File: src/hdl/buck_ctrl_pkg.sv
`default_nettype none
package buck_ctrl_pkg;

   // ==========================================================
   // Register offsets
   localparam logic [7:0] FIRST_MODE_ENABLE_OFS  = 8'h02;
   localparam logic [7:0] FIRST_LIMIT_SLEW_OFS   = 8'h03;
   localparam logic [7:0] SECOND_MODE_ENABLE_OFS = 8'h04;
   localparam logic [7:0] SECOND_LIMIT_SLEW_OFS  = 8'h05;
   localparam logic [7:0] FIRST_VOLTAGE_OFS      = 8'h06;
   localparam logic [7:0] SECOND_VOLTAGE_OFS     = 8'h07;
   localparam logic [7:0] UNMAPPED_READ          = 8'h00;

   // ==========================================================
   // Reset values
   localparam logic [7:0] MODE_ENABLE_RST   = 8'h07;
   localparam logic [7:0] LIMIT_SLEW_RST    = 8'h2A;
   localparam logic [7:0] FIRST_VOLTAGE_RST  = 8'h6B;
   localparam logic [7:0] SECOND_VOLTAGE_RST = 8'h59;

   // ==========================================================
   // Field positions
   localparam int FPWM_BIT    = 3;
   localparam int RDIS_BIT    = 2;
   localparam int PIN_SEL_BIT = 1;
   localparam int EN_BIT      = 0;
   localparam int ILIM_LSB    = 3;
   localparam int SLEW_LSB    = 0;

   // ==========================================================
   // Code ranges
   localparam logic [2:0] ILIM_MAX_CODE  = 3'h5;
   localparam logic [2:0] SLEW_MIN_CODE  = 3'h2;
   localparam logic [7:0] VOUT_FINE_LO   = 8'h14;
   localparam logic [7:0] VOUT_MID_LO    = 8'h18;
   localparam logic [7:0] VOUT_COARSE_LO = 8'h9E;

   // ==========================================================
   // Serial engine states
   typedef enum logic [8:0] {
      S_IDLE      = 9'h001,
      S_ADDR      = 9'h002,
      S_ADDR_ACK  = 9'h004,
      S_PTR       = 9'h008,
      S_PTR_ACK   = 9'h010,
      S_WDATA     = 9'h020,
      S_WDATA_ACK = 9'h040,
      S_RDATA     = 9'h080,
      S_RDATA_ACK = 9'h100
   } serial_state_t;

   // ==========================================================
   // Decoders; reserved codes give zero
   function automatic logic [11:0] limit_ma(input logic [2:0] c);
      limit_ma = (c <= ILIM_MAX_CODE) ? 12'(1500 + 500 * int'(c)) : 12'h000;
   endfunction

   function automatic logic [13:0] slew_uv(input logic [2:0] c);
      case (c)
         3'h2:    slew_uv = 14'(10000);
         3'h3:    slew_uv = 14'(7500);
         3'h4:    slew_uv = 14'(3800);
         3'h5:    slew_uv = 14'(1900);
         3'h6:    slew_uv = 14'(940);
         3'h7:    slew_uv = 14'(470);
         default: slew_uv = 14'h0000;
      endcase
   endfunction

   function automatic logic [11:0] vout_mv(input logic [7:0] c);
      if (c >= VOUT_COARSE_LO)
         vout_mv = 12'(1420 + 20 * int'(c - VOUT_COARSE_LO));
      else if (c >= VOUT_MID_LO)
         vout_mv = 12'(735 + 5 * int'(c - VOUT_MID_LO));
      else if (c >= VOUT_FINE_LO)
         vout_mv = 12'(700 + 10 * int'(c - VOUT_FINE_LO));
      else
         vout_mv = 12'h000;
   endfunction

endpackage
`default_nettype wire

File: src/hdl/buck_converter_control_regs.sv
`timescale 1ns/1ps
`default_nettype none
module buck_converter_control_regs #(
   // Serial device address; value is arbitrary
   parameter logic [6:0] DEVICE_ADDR = 7'h2C
) (
   // Clock and reset
   input  wire logic        clock,
   input  wire logic        resetn,
   // Serial bus, open drain
   input  wire logic        scl_in,
   input  wire logic        sda_in,
   output logic             sda_out,
   output logic             sda_oe,
   // External enable pin
   input  wire logic        en_pin,
   // First converter controls
   output logic             first_run,
   output logic             first_force_pwm,
   output logic             first_discharge_on,
   output logic [11:0]      first_current_limit_ma,
   output logic             first_current_limit_reserved,
   output logic [13:0]      first_slew_uv_per_us,
   output logic             first_slew_reserved,
   output logic [11:0]      first_voltage_mv,
   output logic             first_voltage_reserved,
   // Second converter controls
   output logic             second_run,
   output logic             second_force_pwm,
   output logic             second_discharge_on,
   output logic [11:0]      second_current_limit_ma,
   output logic             second_current_limit_reserved,
   output logic [13:0]      second_slew_uv_per_us,
   output logic             second_slew_reserved,
   output logic [11:0]      second_voltage_mv,
   output logic             second_voltage_reserved
);

   typedef struct packed {
      buck_ctrl_pkg::serial_state_t st;
      logic [2:0]                   bitcnt;
      logic [7:0]                   shreg;
      logic [7:0]                   ptr;
      logic                         rw;
      logic                         pend;
      logic                         oe;
      logic                         scl_prev;
      logic                         sda_prev;
      logic [7:0]                   first_mode_enable;
      logic [7:0]                   first_limit_slew;
      logic [7:0]                   second_mode_enable;
      logic [7:0]                   second_limit_slew;
      logic [7:0]                   first_voltage;
      logic [7:0]                   second_voltage;
   } regs_t;

   regs_t      q, d;
   logic       scl_f;
   logic       sda_f;
   logic       en_f;
   logic       scl_rise;
   logic       scl_fall;
   logic       start_cond;
   logic       stop_cond;
   logic [7:0] rd;
   logic [7:0] rx;

   // ==========================================================
   // Pin conditioning
   pin_filter #(.RESET_LEVEL(1'b1)) u_scl_filter (
      .clock  (clock),
      .resetn (resetn),
      .pin_in (scl_in),
      .level  (scl_f)
   );

   pin_filter #(.RESET_LEVEL(1'b1)) u_sda_filter (
      .clock  (clock),
      .resetn (resetn),
      .pin_in (sda_in),
      .level  (sda_f)
   );

   pin_filter #(.RESET_LEVEL(1'b0)) u_en_filter (
      .clock  (clock),
      .resetn (resetn),
      .pin_in (en_pin),
      .level  (en_f)
   );

   assign scl_rise   = scl_f & ~q.scl_prev;
   assign scl_fall   = ~scl_f & q.scl_prev;
   assign start_cond = scl_f & q.scl_prev & q.sda_prev & ~sda_f;
   assign stop_cond  = scl_f & q.scl_prev & ~q.sda_prev & sda_f;
   assign rx         = {q.shreg[6:0], sda_f};

   // ==========================================================
   // Read-back mux; reserved bits return what was written
   always_comb begin
      unique case (q.ptr)
         buck_ctrl_pkg::FIRST_MODE_ENABLE_OFS:  rd = q.first_mode_enable;
         buck_ctrl_pkg::FIRST_LIMIT_SLEW_OFS:   rd = q.first_limit_slew;
         buck_ctrl_pkg::SECOND_MODE_ENABLE_OFS: rd = q.second_mode_enable;
         buck_ctrl_pkg::SECOND_LIMIT_SLEW_OFS:  rd = q.second_limit_slew;
         buck_ctrl_pkg::FIRST_VOLTAGE_OFS:      rd = q.first_voltage;
         buck_ctrl_pkg::SECOND_VOLTAGE_OFS:     rd = q.second_voltage;
         default:                               rd = buck_ctrl_pkg::UNMAPPED_READ;
      endcase
   end

   // ==========================================================
   // Serial engine and register writes
   always_comb begin
      d          = q;
      d.scl_prev = scl_f;
      d.sda_prev = sda_f;
      if (start_cond) begin
         // Repeated start keeps the pointer for combined read
         d.st     = buck_ctrl_pkg::S_ADDR;
         d.bitcnt = 3'h0;
         d.pend   = 1'b0;
         d.oe     = 1'b0;
      end else if (stop_cond) begin
         d.st   = buck_ctrl_pkg::S_IDLE;
         d.pend = 1'b0;
         d.oe   = 1'b0;
      end else if (scl_rise) begin
         unique case (q.st)
            buck_ctrl_pkg::S_ADDR, buck_ctrl_pkg::S_PTR, buck_ctrl_pkg::S_WDATA: begin
               d.shreg  = rx;
               d.bitcnt = q.bitcnt + 3'h1;
               if (q.bitcnt == 3'h7) begin
                  d.pend = 1'b1;
                  if (q.st == buck_ctrl_pkg::S_ADDR) begin
                     d.rw = rx[0];
                     if (rx[7:1] != DEVICE_ADDR) begin
                        d.st   = buck_ctrl_pkg::S_IDLE;
                        d.pend = 1'b0;
                     end
                  end else if (q.st == buck_ctrl_pkg::S_PTR) begin
                     d.ptr = rx;
                  end else begin
                     d.ptr = q.ptr + 8'h01;
                     // Limit code takes effect at once, converter running or not
                     unique case (q.ptr)
                        buck_ctrl_pkg::FIRST_MODE_ENABLE_OFS:  d.first_mode_enable  = rx;
                        buck_ctrl_pkg::FIRST_LIMIT_SLEW_OFS:   d.first_limit_slew   = rx;
                        buck_ctrl_pkg::SECOND_MODE_ENABLE_OFS: d.second_mode_enable = rx;
                        buck_ctrl_pkg::SECOND_LIMIT_SLEW_OFS:  d.second_limit_slew  = rx;
                        buck_ctrl_pkg::FIRST_VOLTAGE_OFS:      d.first_voltage      = rx;
                        buck_ctrl_pkg::SECOND_VOLTAGE_OFS:     d.second_voltage     = rx;
                        default: begin
                        end
                     endcase
                  end
               end
            end
            buck_ctrl_pkg::S_RDATA: begin
               d.bitcnt = q.bitcnt + 3'h1;
               if (q.bitcnt == 3'h7) begin
                  d.pend = 1'b1;
               end
            end
            buck_ctrl_pkg::S_RDATA_ACK: begin
               // Master not-acknowledge ends the read burst
               if (sda_f) begin
                  d.st = buck_ctrl_pkg::S_IDLE;
               end else begin
                  d.pend = 1'b1;
               end
            end
            default: begin
            end
         endcase
      end else if (scl_fall) begin
         if (q.pend) begin
            d.pend = 1'b0;
            unique case (q.st)
               buck_ctrl_pkg::S_ADDR: begin
                  d.oe = 1'b1;
                  d.st = buck_ctrl_pkg::S_ADDR_ACK;
               end
               buck_ctrl_pkg::S_PTR: begin
                  d.oe = 1'b1;
                  d.st = buck_ctrl_pkg::S_PTR_ACK;
               end
               buck_ctrl_pkg::S_WDATA: begin
                  d.oe = 1'b1;
                  d.st = buck_ctrl_pkg::S_WDATA_ACK;
               end
               buck_ctrl_pkg::S_RDATA: begin
                  d.oe = 1'b0;
                  d.st = buck_ctrl_pkg::S_RDATA_ACK;
               end
               buck_ctrl_pkg::S_RDATA_ACK: begin
                  d.shreg  = rd;
                  d.ptr    = q.ptr + 8'h01;
                  d.oe     = ~rd[7];
                  d.bitcnt = 3'h0;
                  d.st     = buck_ctrl_pkg::S_RDATA;
               end
               default: begin
               end
            endcase
         end else begin
            unique case (q.st)
               buck_ctrl_pkg::S_ADDR_ACK: begin
                  d.bitcnt = 3'h0;
                  if (q.rw) begin
                     d.shreg = rd;
                     d.ptr   = q.ptr + 8'h01;
                     d.oe    = ~rd[7];
                     d.st    = buck_ctrl_pkg::S_RDATA;
                  end else begin
                     d.oe = 1'b0;
                     d.st = buck_ctrl_pkg::S_PTR;
                  end
               end
               buck_ctrl_pkg::S_PTR_ACK, buck_ctrl_pkg::S_WDATA_ACK: begin
                  d.oe     = 1'b0;
                  d.bitcnt = 3'h0;
                  d.st     = buck_ctrl_pkg::S_WDATA;
               end
               buck_ctrl_pkg::S_RDATA: begin
                  d.shreg = {q.shreg[6:0], 1'b0};
                  d.oe    = ~q.shreg[6];
               end
               default: begin
               end
            endcase
         end
      end
   end

   always_ff @(posedge clock or negedge resetn) begin
      if (!resetn) begin
         q                    <= '0;
         q.st                 <= buck_ctrl_pkg::S_IDLE;
         q.scl_prev           <= 1'b1;
         q.sda_prev           <= 1'b1;
         q.first_mode_enable  <= buck_ctrl_pkg::MODE_ENABLE_RST;
         q.first_limit_slew   <= buck_ctrl_pkg::LIMIT_SLEW_RST;
         q.second_mode_enable <= buck_ctrl_pkg::MODE_ENABLE_RST;
         q.second_limit_slew  <= buck_ctrl_pkg::LIMIT_SLEW_RST;
         q.first_voltage      <= buck_ctrl_pkg::FIRST_VOLTAGE_RST;
         q.second_voltage     <= buck_ctrl_pkg::SECOND_VOLTAGE_RST;
      end else begin
         q <= d;
      end
   end

   // Open drain: only ever pulls low
   assign sda_out = 1'b0;
   assign sda_oe  = q.oe;

   // ==========================================================
   // Converter decode; voltage ranges in the shared decoder
   // cover the 5 mV and 20 mV segments as well
   converter_outputs u_first (
      .clock                  (clock),
      .resetn                 (resetn),
      .mode_enable            (q.first_mode_enable),
      .limit_slew             (q.first_limit_slew),
      .voltage                (q.first_voltage),
      .en_pin                 (en_f),
      .run                    (first_run),
      .force_pwm              (first_force_pwm),
      .discharge_on           (first_discharge_on),
      .current_limit_ma       (first_current_limit_ma),
      .current_limit_reserved (first_current_limit_reserved),
      .slew_uv_per_us         (first_slew_uv_per_us),
      .slew_reserved          (first_slew_reserved),
      .voltage_mv             (first_voltage_mv),
      .voltage_reserved       (first_voltage_reserved)
   );

   converter_outputs u_second (
      .clock                  (clock),
      .resetn                 (resetn),
      .mode_enable            (q.second_mode_enable),
      .limit_slew             (q.second_limit_slew),
      .voltage                (q.second_voltage),
      .en_pin                 (en_f),
      .run                    (second_run),
      .force_pwm              (second_force_pwm),
      .discharge_on           (second_discharge_on),
      .current_limit_ma       (second_current_limit_ma),
      .current_limit_reserved (second_current_limit_reserved),
      .slew_uv_per_us         (second_slew_uv_per_us),
      .slew_reserved          (second_slew_reserved),
      .voltage_mv             (second_voltage_mv),
      .voltage_reserved       (second_voltage_reserved)
   );

endmodule // buck_converter_control_regs
`default_nettype wire

File: src/hdl/converter_outputs.sv
`timescale 1ns/1ps
`default_nettype none
module converter_outputs (
   // Clock and reset
   input  wire logic        clock,
   input  wire logic        resetn,
   // Register contents and enable pin level
   input  wire logic [7:0]  mode_enable,
   input  wire logic [7:0]  limit_slew,
   input  wire logic [7:0]  voltage,
   input  wire logic        en_pin,
   // Analog controls
   output logic             run,
   output logic             force_pwm,
   output logic             discharge_on,
   output logic [11:0]      current_limit_ma,
   output logic             current_limit_reserved,
   output logic [13:0]      slew_uv_per_us,
   output logic             slew_reserved,
   output logic [11:0]      voltage_mv,
   output logic             voltage_reserved
);

   typedef struct packed {
      logic        run;
      logic        fpwm;
      logic        dis;
      logic [11:0] ilim;
      logic        ilim_rsv;
      logic [13:0] slew;
      logic        slew_rsv;
      logic [11:0] mv;
      logic        mv_rsv;
   } conv_t;

   conv_t      q, d;
   logic [2:0] ilim_code;
   logic [2:0] slew_code;

   assign ilim_code = limit_slew[buck_ctrl_pkg::ILIM_LSB +: 3];
   assign slew_code = limit_slew[buck_ctrl_pkg::SLEW_LSB +: 3];

   // ==========================================================
   // Decode; follows register writes every cycle, no enable gating
   always_comb begin
      d          = q;
      d.run      = mode_enable[buck_ctrl_pkg::EN_BIT] &
                   (~mode_enable[buck_ctrl_pkg::PIN_SEL_BIT] | en_pin);
      d.fpwm     = mode_enable[buck_ctrl_pkg::FPWM_BIT];
      d.dis      = ~d.run & mode_enable[buck_ctrl_pkg::RDIS_BIT];
      d.ilim     = buck_ctrl_pkg::limit_ma(ilim_code);
      d.ilim_rsv = ilim_code > buck_ctrl_pkg::ILIM_MAX_CODE;
      // One rate drives both ramp directions
      d.slew     = buck_ctrl_pkg::slew_uv(slew_code);
      d.slew_rsv = slew_code < buck_ctrl_pkg::SLEW_MIN_CODE;
      d.mv       = buck_ctrl_pkg::vout_mv(voltage);
      d.mv_rsv   = voltage < buck_ctrl_pkg::VOUT_FINE_LO;
   end

   always_ff @(posedge clock or negedge resetn) begin
      if (!resetn) begin
         q <= '0;
      end else begin
         q <= d;
      end
   end

   assign run                    = q.run;
   assign force_pwm              = q.fpwm;
   assign discharge_on           = q.dis;
   assign current_limit_ma       = q.ilim;
   assign current_limit_reserved = q.ilim_rsv;
   assign slew_uv_per_us         = q.slew;
   assign slew_reserved          = q.slew_rsv;
   assign voltage_mv             = q.mv;
   assign voltage_reserved       = q.mv_rsv;

endmodule // converter_outputs
`default_nettype wire

File: src/hdl/pin_filter.sv
`timescale 1ns/1ps
`default_nettype none
module pin_filter #(
   parameter logic RESET_LEVEL = 1'b1
) (
   // Clock and reset
   input  wire logic clock,
   input  wire logic resetn,
   // Pin and filtered level
   input  wire logic pin_in,
   output logic      level
);

   typedef struct packed {
      logic s1;
      logic s2;
      logic s3;
      logic lvl;
   } filt_t;

   filt_t q, d;

   // ==========================================================
   // Level moves only once two later stages agree
   always_comb begin
      d     = q;
      d.s1  = pin_in;
      d.s2  = q.s1;
      d.s3  = q.s2;
      if (q.s2 == q.s3) begin
         d.lvl = q.s3;
      end
   end

   always_ff @(posedge clock or negedge resetn) begin
      if (!resetn) begin
         q <= {4{RESET_LEVEL}};
      end else begin
         q <= d;
      end
   end

   assign level = q.lvl;

endmodule // pin_filter
`default_nettype wire

File: config.mk
export PLATFORM = sky130hd
export DESIGN_NAME = buck_converter_control_regs
export DESIGN_NICKNAME = d
export VERILOG_FILES = /design/src/hdl/buck_ctrl_pkg.sv /design/src/hdl/buck_converter_control_regs.sv /design/src/hdl/converter_outputs.sv /design/src/hdl/pin_filter.sv
export SDC_FILE = /design/constraint.sdc
export NUM_CORES = 1
export LEC_CHECK = 0
export BUFFER_PORTS_ARGS = -buffer_cell sky130_fd_sc_hd__buf_2
export CORE_MARGIN = 4
export CORE_UTILIZATION = 55
export DETAILED_ROUTE_END_ITERATION = 8
export GPL_ROUTABILITY_DRIVEN = 0
export GPL_TIMING_DRIVEN = 1
export PLACE_DENSITY = 0.77
export SYNTH_ARGS = -nofsm -noshare
export SYNTH_HDL_FRONTEND = slang
export SYNTH_SLANG_ARGS = --single-unit
File: constraint.sdc
create_clock -name clock -period 5.46 [get_ports clock]
set_input_delay 0.546 -clock clock [delete_from_list [all_inputs] [get_ports clock]]
set_output_delay 0.546 -clock clock [all_outputs]
set_load 0.01 [all_outputs]
==> flow_metrics.tcl <==
set metrics [dict create \
    cap_violations 0 \
    outcome "finished clean" \
    nFillCells 1857 \
    setup-violations-final 0 \
    grt-ovfl-total 0 \
    rows 55 \
    cp_common_cell "ha_1" \
    slew_headroom_pct 46.4 \
    fin_tns_setup_ns 0 \
    synth-seq-cells 174 \
    area_delta_synth_final_pct 9.31 \
    cp-end-kind "register" \
    finalInstanceArea_um2 14000 \
    slowest_stage "dfstp_2" \
    vias_per_cell 5.87 \
    synth-seq-area-share_pct 34.4 \
    num_vias 9645 \
    post_cts_resized 0 \
    max_stage_delay_ns 0.62 \
    antennaDiodeCount 0 \
    synth_top_cell_by_area "dfrtp_1" \
    worstHoldPathType "in -> async" \
    cts.sinks 174 \
    path_class "reg -> reg" \
    cp_num_buf_inv 1 \
    die_w_um 160 \
    finClkSkew_ns 0.00981 \
    grt_pass1_vias 9340 \
    final_antenna_net_count 0 \
    drive_gt1_share_pct 17.5 \
    core_area_um2 22700 \
    yosys_warnings 0 \
    path_cells "inv_1 -> ha_1 -> a21oi_1 -> xor2_1 -> ha_1 -> ha_1 -> or2_2 -> o211ai_1 -> or4b_2 -> o311a_1 -> xor2_1 -> a221oi_1 -> a21oi_1" \
    htree_levels 4 \
    worstPathMaxFanout 8 \
    cts.clk_slew.worst_paths_ns 0.08 \
    initial_core_util_pct 56.2 \
    rsz0062_at_grt "false" \
    dieArea_um2 25700 \
    clock.fmax_mhz 250 \
    synth.area.top_cells "dfrtp_1, ha_1, dfstp_2" \
    routed_wl_um 27800 \
    clockBufferDepth 2 \
    netlist_area_um2 12800 \
    powerDensity_nw_per_um2 220 \
    ctsHoldBuffers 0 \
    placed_area_um2 13300 \
    hpwlAfterDp_um 20700 \
    syn-instance-count 1295 \
    timing.final.crit_share_pct 73.3 \
    p_leak_uw 0.00683 \
    remaining_drc_errors 0 \
    async_reset_ff_share_pct 100 \
    io_pins 95 \
    drv_slew 0 \
    required_ns 5.75 \
    ys_types 81 \
    grtUsageTotal_pct 21.6 \
    synth_edf_count 0 \
    ys.flop_type "dfrtp_1" \
    grt_first_pass_wirelength_um 46200 \
    insertion_delay_ns 0.43 \
    crit_arrival_ns 4.30 \
    synth_top_area_share_pct 27.8 \
    critical_path.top_delay_family "compound AO/OA/AOI/OAI gates" \
    initialDrtViolationCount 688 \
    drtPass1Iterations 6 \
    syn_area_per_cell_um2 9.86 \
    grt_max_degree 86 \
    die_h_um 160 \
    hold_viol 0 \
    antenna_found_initial 0 \
    portBuffers 87 \
    crit_path_start_kind "register" \
    fin_crit_ns 4.00 \
    wl_per_cell_um 16.9 \
    nets 1523 \
    root_buffer "clkbuf_16" \
    peakVddDrop_mv 0.204 \
    worst_pin_slew_ns 0.803 \
    cts_inserted_buffers 17 \
    cts_tree "yes" \
    post_cts_buffers 0 \
]
-- layer usage --
| metal | track usage [%] | part of all wire (%) | wire (um) |
|---|---|---|---|
| met1 | 29.1 | 44 | 12300 |
| met2 | 36.8 | 49 | 13700 |
| met3 | 3.21 | 4.8 | 1350 |
| met4 | 5.63 | 1.5 | 412 |
| met5 | 0 | 0 | 0 |
-- sequential cells by signal (all words and copies together), names as in the netlist, 2 cells and up --
name,flops
u_en_filter.d,2
q,79
u_first.voltage_mv,12
u_second.slew_uv_per_us,13
u_first.slew_uv_per_us,13
u_scl_filter.d,2
u_second.current_limit_ma,10
u_first.current_limit_ma,10
u_second.voltage_mv,12
u_sda_filter.d,2
-- layout by cell type, fill, tap and decap left out, types with 9 or more instances in the layout --
master and count:
a211oi_1 16, nand3_1 18, ha_1 149, a21o_1 17, dfstp_2 32, dfrtp_1 142
mux2_2 27, nor2b_1 14, a221oi_1 11, nor2_1 119, xor2_1 38, inv_1 84
nand2_1 85, fa_1 24, o21a_1 9, mux2_4 32, xnor2_1 73, o21ai_0 53
buf_2 86, a222oi_1 12, nand2b_1 13, a21oi_1 69, clkbuf_16 17, a22oi_1 10
nor3_1 28, or2_2 10
-- synthesized netlist by cell type, types with 28 or more instances --
master	instances
ha_1	149
dfrtp_1	142
nor2_1	119
nand2_1	85
inv_1	84
xnor2_1	73
a21oi_1	69
o21ai_0	53
clkbuf_1	47
xor2_1	38
dfstp_2	32
mux2_4	32
nor3_1	28
-- final timing paths --
check / startpoint / endpoint / slack, ns / cells after the start
min in group clock: scl_in / u_scl_filter.d[2] / 0.20 / 1
worst max register to register: q[3] / u_second.voltage_mv[10] / 1.46 / 13
worst max-delay path: q[3] / u_second.voltage_mv[10] / 1.46 / 13
max in group asynchronous: resetn / u_first.voltage_mv[10] / 4.15 / 2
worst min register to register: u_en_filter.d[2] / u_en_filter.d[1] / 0.36 / 0
worst min-delay path: resetn / u_first.slew_uv_per_us[11] / 0.15 / 1
-- metrics by stage --
stage / power (uW) / utilization [%] / setup WS [ns] / cells / hold slack [ns]
2_1_floorplan: 1710 / - / 1.79 / 1301 / 0.250
3_3_place_gp: 1800 / 58.6 / 1.61 / 1611 / 0.346
3_5_place_dp: 1810 / 58.6 / 1.51 / 1611 / 0.346
4_1_cts: 3090 / 61.4 / 1.46 / 1643 / 0.180
5_1_grt: 3210 / 61.4 / 1.21 / 1643 / 0.190
6_report: 3070 / 61.4 / 1.46 / 1643 / 0.150
-- where the power goes --
part	total, uW	switching [uW]	internal [uW]
combinational	383	259	123
clock	1280	607	673
sequential	1410	77.0	1330
-- cell type report --
cell class	count	area [um2]	share of cell area (%)
repair buffers	89	457	3.27
inverters	85	319	2.29
multi-input cells	978	7790	55.8
clock inverters	15	211	1.52
clock buffers	17	425	3.05
flip-flops and latches	174	4390	31.5
well taps	285	357	2.56
-- cells by family after synthesis --
group	count (synthesis)	synth area share, %
flip-flops	174	34.4
XOR/XNOR	111	7.62
multiplexers	64	6.54
adder cells (fa/ha/maj)	176	18.6
buffers and inverters	149	4.73
AND/OR/NAND/NOR	345	13.5
other	1	0.0294
AO/OA/AOI/OAI	275	14.5
(Power assumes the default switching activity.)
